**src/link_consts.svh**
```systemverilog
// Constants for the send-and-wait link receiver: framing, timing, sizes.
// Assumes a 20 MHz system clock; included by the package and the design.
`ifndef LINK_CONSTS_SVH
`define LINK_CONSTS_SVH

// ----------------------------------------------------------------------
// Framing
// ----------------------------------------------------------------------
`define PACKET_SYNC_CHARACTER 8'h16
`define BROADCAST_ID 8'h00
`define MAX_PAYLOAD 16
`define FIFO_DEPTH 8

// ----------------------------------------------------------------------
// Serial timing
// ----------------------------------------------------------------------
`define CLK_HZ 20000000
`define BAUD_RATE 9600
`define DATA_BITS 8
`define STOP_BITS 1
`define BIT_CYC (`CLK_HZ / `BAUD_RATE)
`define HALF_BIT_CYC (`BIT_CYC / 2)

`endif

```
**src/link_pkg.sv**
```systemverilog
// Types shared by the link receiver and its testbench.
// Assumes link_consts.svh sits on the include path.
`include "link_consts.svh"

package link_pkg;

  // Answer to hand to the response transmitter
  typedef struct packed {
    logic [7:0] seq_num;
    logic dup;
  } resp_t;

  typedef enum logic [1:0] {
    U_IDLE = 2'h0,
    U_START = 2'h1,
    U_DATA = 2'h3,
    U_STOP = 2'h2
  } uart_st_t;

  typedef enum logic [3:0] {
    P_SYNC = 4'h0,
    P_DEST = 4'h1,
    P_SEQ = 4'h3,
    P_LEN = 4'h2,
    P_DATA = 4'h6,
    P_SUM = 4'h7,
    P_EVAL = 4'h5,
    P_PUSH = 4'h4,
    P_RESP = 4'hc
  } pkt_st_t;

  typedef struct packed {
    logic [1:0] rxs;
    uart_st_t ust;
    logic [11:0] bcnt;
    logic [2:0] bitn;
    logic [7:0] shreg;
    logic byte_vld;
    pkt_st_t pst;
    logic [7:0] dest;
    logic [7:0] seq_num;
    logic [7:0] len;
    logic [7:0] sum;
    logic [7:0] cks;
    logic [7:0] idx;
    logic bcast;
    logic have_last;
    logic [7:0] last_seq;
    resp_t resp;
    logic seq_err;
    logic sum_err;
    logic dup_seen;
  } rx_state_t;

endpackage : link_pkg

```
**src/link_receiver.sv**
```systemverilog
// Send-and-wait link receiver: serial byte receiver, packet checker,
// payload buffer and output FIFO.
// Assumes RXD comes from a pin, MY_ID is steady configuration logic on
// SYS_CLK, and a response transmitter drains the RESP handshake.
//
// Function
// - One packet outstanding; sender awaits response
// - Check sequence number before the checksum
// - Checksum covers all but sync, checksum
// - Matching checksum: act and acknowledge
// - Duplicate: acknowledge but do not execute
// - Serial link 9600 baud, 8N1, changeable
// - Broadcast id zero accepted, never answered
`timescale 1ns/10ps
`include "link_consts.svh"

// ----------------------------------------------------------------------
// Byte FIFO
// ----------------------------------------------------------------------
module byte_fifo #(
  parameter int WIDTH = 8,
  parameter int DEPTH = `FIFO_DEPTH
) (
  input wire logic clk,
  input wire logic rst_n,
  input wire logic in_valid,
  output logic in_ready,
  input wire logic [WIDTH-1:0] in_data,
  output logic out_valid,
  input wire logic out_ready,
  output logic [WIDTH-1:0] out_data
);
  localparam int AW = $clog2(DEPTH);
  typedef struct packed {
    logic [AW-1:0] wp;
    logic [AW-1:0] rp;
    logic [AW:0] cnt;
  } fifo_state_t;

  fifo_state_t q, d;
  logic [WIDTH-1:0] mem [DEPTH];
  logic push, pop;

  assign in_ready = (q.cnt != (AW+1)'(DEPTH));
  assign out_valid = (q.cnt != '0);
  assign out_data = mem[q.rp];
  assign push = in_valid && in_ready;
  assign pop = out_valid && out_ready;

  always_comb begin
    d = q;
    if (push) begin
      d.wp = (q.wp == AW'(DEPTH - 1)) ? '0 : q.wp + 1'b1;
    end
    if (pop) begin
      d.rp = (q.rp == AW'(DEPTH - 1)) ? '0 : q.rp + 1'b1;
    end
    d.cnt = q.cnt + (AW+1)'(push) - (AW+1)'(pop);
  end

  always_ff @(posedge clk or negedge rst_n) begin
    if (!rst_n) begin
      q <= '0;
    end else begin
      q <= d;
    end
  end

  // Storage needs no reset; only slots holding a pushed byte are ever popped
  always_ff @(posedge clk) begin
    if (push) begin
      mem[q.wp] <= in_data;
    end
  end

  // A refused push must leave count and write pointer alone
  chk_fifo_full_refuse: assert property (
    @(posedge clk) disable iff (!rst_n)
    (q.cnt == (AW+1)'(DEPTH) && in_valid && !out_ready)
    |=> q.cnt == (AW+1)'(DEPTH) && $stable(q.wp))
    else $error("fifo accepts while full");

  chk_fifo_data_held: assert property (
    @(posedge clk) disable iff (!rst_n)
    (out_valid && !out_ready) |=> out_valid && $stable(out_data))
    else $error("fifo output changed while stalled");
endmodule : byte_fifo

// ----------------------------------------------------------------------
// Receiver top
// ----------------------------------------------------------------------
module link_receiver #(
  parameter int MAX_LEN = `MAX_PAYLOAD,
  parameter int BIT_CYC = `BIT_CYC
) (
  input wire logic SYS_CLK,
  input wire logic RESET_N,
  input wire logic RXD,
  input wire logic [7:0] MY_ID,
  output logic OUT_VALID,
  input wire logic OUT_READY,
  output logic [7:0] OUT_DATA,
  output logic RESP_VALID,
  input wire logic RESP_READY,
  output link_pkg::resp_t RESP_INFO,
  output logic SEQ_ERR,
  output logic SUM_ERR,
  output logic DUP_SEEN
);
  localparam int IW = $clog2(MAX_LEN);
  localparam logic [11:0] BIT_LD = 12'(BIT_CYC - 1);
  localparam logic [11:0] HALF_LD = 12'(BIT_CYC / 2 - 1);
  localparam int BIT_LAST = `DATA_BITS - 1;

  link_pkg::rx_state_t q, d;
  logic [7:0] payload [MAX_LEN];
  logic pay_we;
  logic fifo_valid;
  logic fifo_ready;
  logic rx;
  logic addressed, seq_new, seq_dup;

  assign rx = q.rxs[1];
  assign pay_we = q.byte_vld && (q.pst == link_pkg::P_DATA);
  assign fifo_valid = (q.pst == link_pkg::P_PUSH);
  assign addressed = (q.dest == MY_ID) || (q.dest == `BROADCAST_ID);
  assign seq_dup = q.have_last && (q.seq_num == q.last_seq);
  assign seq_new = !q.have_last || (q.seq_num == q.last_seq + 8'h01);

  always_comb begin
    d = q;
    d.byte_vld = 1'b0;
    d.seq_err = 1'b0;
    d.sum_err = 1'b0;
    d.dup_seen = 1'b0;
    // Second flop alone reads the first
    d.rxs = {q.rxs[0], RXD};
    // ------------------------------------------------------------------
    // Serial byte receiver, 8 data bits, 1 stop bit, no parity
    // ------------------------------------------------------------------
    unique case (q.ust)
      link_pkg::U_IDLE: begin
        if (!rx) begin
          d.ust = link_pkg::U_START;
          d.bcnt = HALF_LD;
        end
      end
      link_pkg::U_START: begin
        if (q.bcnt != '0) begin
          d.bcnt = q.bcnt - 12'h001;
        end else if (!rx) begin
          d.ust = link_pkg::U_DATA;
          d.bcnt = BIT_LD;
          d.bitn = '0;
        end else begin
          d.ust = link_pkg::U_IDLE; // Glitch, not a start bit
        end
      end
      link_pkg::U_DATA: begin
        if (q.bcnt != '0) begin
          d.bcnt = q.bcnt - 12'h001;
        end else begin
          d.shreg = {rx, q.shreg[7:1]};
          d.bcnt = BIT_LD;
          if (q.bitn == 3'(BIT_LAST)) begin
            d.ust = link_pkg::U_STOP;
          end else begin
            d.bitn = q.bitn + 3'h1;
          end
        end
      end
      link_pkg::U_STOP: begin
        if (q.bcnt != '0) begin
          d.bcnt = q.bcnt - 12'h001;
        end else begin
          d.ust = link_pkg::U_IDLE;
          // A byte with a bad stop bit is dropped; the sender retries
          d.byte_vld = rx;
        end
      end
    endcase
    // ------------------------------------------------------------------
    // Packet checker
    // ------------------------------------------------------------------
    unique case (q.pst)
      link_pkg::P_SYNC: begin
        if (q.byte_vld && q.shreg == `PACKET_SYNC_CHARACTER) begin
          d.pst = link_pkg::P_DEST;
          d.sum = 8'h00;
        end
      end
      link_pkg::P_DEST: begin
        if (q.byte_vld) begin
          d.dest = q.shreg;
          d.sum = q.sum + q.shreg;
          d.pst = link_pkg::P_SEQ;
        end
      end
      link_pkg::P_SEQ: begin
        if (q.byte_vld) begin
          d.seq_num = q.shreg;
          d.sum = q.sum + q.shreg;
          d.pst = link_pkg::P_LEN;
        end
      end
      link_pkg::P_LEN: begin
        if (q.byte_vld) begin
          d.len = q.shreg;
          d.sum = q.sum + q.shreg;
          d.idx = 8'h00;
          if (q.shreg > 8'(MAX_LEN)) begin
            d.pst = link_pkg::P_SYNC;
          end else if (q.shreg == 8'h00) begin
            d.pst = link_pkg::P_SUM;
          end else begin
            d.pst = link_pkg::P_DATA;
          end
        end
      end
      link_pkg::P_DATA: begin
        if (q.byte_vld) begin
          d.sum = q.sum + q.shreg;
          d.idx = q.idx + 8'h01;
          if (q.idx == q.len - 8'h01) begin
            d.pst = link_pkg::P_SUM;
          end
        end
      end
      link_pkg::P_SUM: begin
        if (q.byte_vld) begin
          d.cks = q.shreg;
          d.pst = link_pkg::P_EVAL;
        end
      end
      link_pkg::P_EVAL: begin
        d.pst = link_pkg::P_SYNC;
        d.idx = 8'h00;
        d.bcast = (q.dest == `BROADCAST_ID);
        if (addressed) begin
          if (!(seq_new || seq_dup)) begin
            d.seq_err = 1'b1;
          end else if (q.sum != q.cks) begin
            d.sum_err = 1'b1;
          end else begin
            d.resp.seq_num = q.seq_num;
            d.resp.dup = seq_dup;
            if (seq_dup) begin
              // Answered again, payload dropped
              d.dup_seen = 1'b1;
              if (q.dest != `BROADCAST_ID) begin
                d.pst = link_pkg::P_RESP;
              end
            end else begin
              d.have_last = 1'b1;
              d.last_seq = q.seq_num;
              if (q.len != 8'h00) begin
                d.pst = link_pkg::P_PUSH;
              end else if (q.dest != `BROADCAST_ID) begin
                d.pst = link_pkg::P_RESP;
              end
            end
          end
        end
      end
      link_pkg::P_PUSH: begin
        // Back-pressure holds the answer until the last payload byte enters the FIFO
        if (fifo_ready) begin
          d.idx = q.idx + 8'h01;
          if (q.idx == q.len - 8'h01) begin
            d.pst = q.bcast ? link_pkg::P_SYNC : link_pkg::P_RESP;
          end
        end
      end
      link_pkg::P_RESP: begin
        // Bytes seen while waiting are ignored: one packet in flight
        if (RESP_READY) begin
          d.pst = link_pkg::P_SYNC;
        end
      end
      default: begin
        d.pst = link_pkg::P_SYNC;
      end
    endcase
  end

  always_ff @(posedge SYS_CLK or negedge RESET_N) begin
    if (!RESET_N) begin
      q <= '0;
      q.rxs <= 2'h3;
    end else begin
      q <= d;
    end
  end

  always_ff @(posedge SYS_CLK) begin
    if (pay_we) begin
      payload[q.idx[IW-1:0]] <= q.shreg;
    end
  end

  byte_fifo #(.WIDTH(8), .DEPTH(`FIFO_DEPTH)) out_fifo (
    .clk(SYS_CLK),
    .rst_n(RESET_N),
    .in_valid(fifo_valid),
    .in_ready(fifo_ready),
    .in_data(payload[q.idx[IW-1:0]]),
    .out_valid(OUT_VALID),
    .out_ready(OUT_READY),
    .out_data(OUT_DATA)
  );

  assign RESP_VALID = (q.pst == link_pkg::P_RESP);
  assign RESP_INFO = q.resp;
  assign SEQ_ERR = q.seq_err;
  assign SUM_ERR = q.sum_err;
  assign DUP_SEEN = q.dup_seen;

  // --------------------------------------------------------------------
  // Checks
  // --------------------------------------------------------------------
  chk_seq_checked_first: assert property (
    @(posedge SYS_CLK) disable iff (!RESET_N)
    (q.pst == link_pkg::P_EVAL && addressed && !seq_new && !seq_dup)
    |=> SEQ_ERR && !SUM_ERR && q.pst == link_pkg::P_SYNC)
    else $error("out-of-sequence packet not dropped first");

  chk_sum_mismatch_drop: assert property (
    @(posedge SYS_CLK) disable iff (!RESET_N)
    (q.pst == link_pkg::P_EVAL && addressed && (seq_new || seq_dup)
     && q.sum != q.cks) |=> SUM_ERR ##1 !RESP_VALID && !fifo_valid)
    else $error("bad checksum accepted");

  chk_good_acked: assert property (
    @(posedge SYS_CLK) disable iff (!RESET_N)
    (q.pst == link_pkg::P_EVAL && q.dest == MY_ID && MY_ID != 8'h00
     && seq_new && q.sum == q.cks) |-> ##[1:300] RESP_VALID)
    else $error("good packet never acknowledged");

  chk_dup_not_run: assert property (
    @(posedge SYS_CLK) disable iff (!RESET_N)
    (q.pst == link_pkg::P_EVAL && q.dest == MY_ID && MY_ID != 8'h00
     && seq_dup && q.sum == q.cks)
    |=> RESP_VALID && RESP_INFO.dup && DUP_SEEN && !fifo_valid)
    else $error("duplicate executed or not answered");

  chk_bcast_silent: assert property (
    @(posedge SYS_CLK) disable iff (!RESET_N)
    (q.pst == link_pkg::P_EVAL && q.dest == 8'h00)
    |=> !RESP_VALID [*8])
    else $error("broadcast answered");

  chk_resp_held: assert property (
    @(posedge SYS_CLK) disable iff (!RESET_N)
    (RESP_VALID && !RESP_READY) |=> RESP_VALID && $stable(RESP_INFO))
    else $error("response dropped before taken");

  chk_bit_period: assert property (
    @(posedge SYS_CLK) disable iff (!RESET_N)
    (q.ust == link_pkg::U_DATA && q.bcnt == 12'h000)
    |=> q.bcnt == BIT_LD ##1 q.bcnt == BIT_LD - 12'h001)
    else $error("bit period reload wrong");
endmodule : link_receiver
```
**config.mk**
```make
export PLATFORM = sky130hd
export DESIGN_NAME = link_receiver
export DESIGN_NICKNAME = d
export VERILOG_FILES = /design/src/link_pkg.sv /design/src/link_receiver.sv
export VERILOG_INCLUDE_DIRS = /design/src /design/src/src
export SDC_FILE = /design/constraint.sdc
export NUM_CORES = 1
export LEC_CHECK = 0
export ABC_AREA = 1
export BUFFER_PORTS_ARGS = -buffer_cell sky130_fd_sc_hd__buf_2
export CAP_MARGIN = 0
export CORE_UTILIZATION = 50
export DETAILED_ROUTE_END_ITERATION = 10
export PLACE_DENSITY = 0.66
export SLEW_MARGIN = 10
export SYNTH_ARGS = -nofsm -noshare
export SYNTH_HDL_FRONTEND = slang
export SYNTH_SLANG_ARGS = --single-unit
```
**constraint.sdc**
```tcl
create_clock -name SYS_CLK -period 4.9 [get_ports SYS_CLK]
set_input_delay 0.49 -clock SYS_CLK [delete_from_list [all_inputs] [get_ports SYS_CLK]]
set_output_delay 0.49 -clock SYS_CLK [all_outputs]
set_load 0.01 [all_outputs]
```
==> flow_summary.toml <==
[outcome]
outcome = "finished clean"

[timing]
hold_viol = 0
setup_viol_count_final = 0
layout_setup_ws_ns = 1.81
clock_skew_ns = 0.0192
timing.final.max_slew_violations = 0
worst_pin_slew_ns = 1.06
post-route-period-util = 0.631
slew_headroom = 0.294
timing.fmax_ghz = 0.323
post-route-min-period_ns = 3.09
tns_ns = 0
grt_setup_unrepaired = "false"

[clock_tree]
cts_root_buf = "clkbuf_16"
numClockSinks = 304
cts_buffers = 31
cts_tree = "yes"
path_clk_slew_ns = 0.06
insertion_delay_ns = 0.56
cts_resized = 0
cts.path.max_buffers = 3
cts_htree_levels = 1

[route]
first_iter_violations = 732
drc = 0
num_vias = 9563
route.met2.wl_um = 14300
highest_layer = "met4"
routed_via_density = 5.42
dr_wl_met3_um = 1430
wl_met1_um = 13600
dr.pass1.iters = 5
wire_per_inst_um = 17.0
drt_wl_total_um = 30100
ant_nets = 0

[finish]
stdcell_count = 1766
final_nets = 1441
antennaDiodeCount = 0
layout-area-overhead-vs-synth_pct = 9.71
drive_gt1_frac = 0.0961

[global_route]
grt_pass1_wl_um = 48300
grt_pass1_vias = 9137
antenna_found_initial = 0
grt.total_usage = 0.216
grt_overflow_total = 0
grt_max_degree = 71

[synthesis]
yosysMostFrequentCell = "nand2_1"
yosys.area.top_type = "edfxtp_1"
yosys.area_share.xor_xnor = 0.0233
synth_seq_cells = 304
syn-cell-area_mm2 = 0.0138
synth-compound-area-share = 0.106
ys_warn_count = 0
syn_avg_cell_area_um2 = 10.1
async_flop_share = 0.368
synthCells = 1376
synth.top_cell.area_share = 0.417
ys_top_cells_by_count = "nand2_1, nor2_1, edfxtp_1"
synth_edf_count = 192
syn_nets = 1417
synthTopCellsByArea = "edfxtp_1, dfrtp_1, nand2_1, nor2_1, o21ai_0"
ys.flop_type = "edfxtp_1"
synth_top_family_by_area = "simple AND/OR/NAND/NOR gates"
synthAdderAreaFrac = 0.0264
muxShareOfSynthArea = 0
yosys.cell_types.count = 46
synth.yosys.seq_area_share = 0.619
yosys.area_share.simple = 0.174

[floorplanning]
die_area_mm2 = 0.0283
start_util = 0.512
die_h_um = 168
coreArea_mm2 = 0.0270
io_pins = 35
fp-row-count = 60
die_w_um = 168

[power_and_ir_drop]
p_clk_frac = 0.401
p_leak_nw = 5.54
p_per_area_mw_per_mm2 = 361
ir_drop_mv = 0.268
seqPwrFrac = 0.507
p_sw_frac = 0.238
p_switching_w = 0.00131
internal-power_w = 0.00417
power.total_w = 0.00548
comb_power_share = 0.092

[critical_path]
cp_max_fo = 18
critPathArrivalTime_ns = 2.60
critPathLaunch = "out_fifo.q[5]"
start_kind = "flop"
r2r_start = "q[23]"
worstSetupPathType = "flop to output pin"
critPathRequiredTime_ns = 4.41
critPathCaptureType = "output pin"

[placed_design]
dp_cells = 1707
place_congestion = 0.856
place_ws_ns = 2.06
hpwlAfterDp_um = 19300
port_buffers = 34

[hold_path]
hold_path.class = "input port to flop"
worstHoldStart = "RXD"

[flow_run]
cap_violations = 0
-- what timing repair did --
| action | 4_1_cts | 5_1_grt |
|---|---|---|
| endpoints found under the hold margin | 48 | 0 |
| hold buffers | 1 | 0 |
| buffers inserted | 0 | 0 |
-- power by group through the flow --
| stage | clock, W | sequential [W] | combinational, W |
|---|---|---|---|
| finish | 0.00220 | 0.00278 | 0.000504 |
| global route | 0.00232 | 0.00278 | 0.000579 |
| CTS | 0.00223 | 0.00278 | 0.000515 |
| detailed placement | 0 | 0.00283 | 0.000510 |
| global placement | 0 | 0.00283 | 0.000498 |
| floorplan | 0 | 0.00281 | 0.000363 |
-- layout make-up --
cell class | count | area (um2)
fillers | 2333 | 11800
flip-flops and latches | 304 | 8570
multi-input cells | 901 | 4560
clock buffers | 40 | 810
inverters | 121 | 454
well taps | 341 | 427
repair buffers | 41 | 228
clock inverters | 18 | 129
-- metrics by stage --
step           cell area (um2)  hold WS (ns)  utilization
3_5_place_dp             14200         0.353        0.527
2_1_floorplan            13800         0.194            -
4_1_cts                  15200        0.0285        0.562
5_1_grt                  15200        0.0214        0.562
3_3_place_gp             14200         0.346        0.527
6_report                 15200        0.0426        0.562
-- worst max-delay path, stage by stage, from the launching register on --
cell     delay (ns)
dfrtp_1        0.62
inv_1          0.55
o21ai_0        0.21
o22ai_1        0.17
nor2_1         0.06
a31oi_1        0.24
buf_2          0.18
-- logic make-up (layout without fill, tap and decap cells) --
logic type | after synthesis | count (layout)
flip-flops | 304 | 304
XOR/XNOR | 36 | 36
buffers and inverters | 171 | 220
AND/OR/NAND/NOR | 576 | 576
adder cells (fa/ha/maj) | 28 | 28
AO/OA/AOI/OAI | 261 | 261
-- placed cells by master, fill, tap and decap left out, types with 14 or more instances in the layout --
master	n
a21oi_1	19
nor3_1	14
o21ai_0	151
dfrtp_1	109
xnor2_1	18
nand3_1	34
nand2_1	261
inv_2	14
nand4_1	20
o22ai_1	42
buf_2	33
o21ai_1	15
clkinv_1	17
o21ai_2	16
xor2_1	17
clkbuf_16	31
edfxtp_1	192
nor2_1	209
inv_1	102
ha_1	26
-- routing by layer --
metal / vias to the layer above / GRT usage
li1: 4699 / -
met1: 4543 / 0.302
met2: 269 / 0.358
met3: 52 / 0.0237
met4: 0 / 0.0660
met5: - / 0
-- state kept, by name (all words and copies together) (netlist names) --
register	cells
payload	128
out_fifo.q	10
d	1
q	89
SUM_ERR	1
RESP_INFO	9
out_fifo.mem	64
SEQ_ERR	1
DUP_SEEN	1
-- path summary, 6_finish.rpt --
| path | end | slack, ns | cells past startpoint |
|---|---|---|---|
| max | OUT_DATA[7] | 1.81 | 6 |
| min | d[101] | 0.04 | 1 |
| max reg2reg | payload[5][0] | 2.00 | 5 |
| min reg2reg | q[101] | 0.36 | 0 |
| max in group asynchronous | q[76] | 3.13 | 3 |
| min in group asynchronous | RESP_INFO[4] | 0.49 | 2 |
Note: power is estimated with default switching activity, not from simulation.
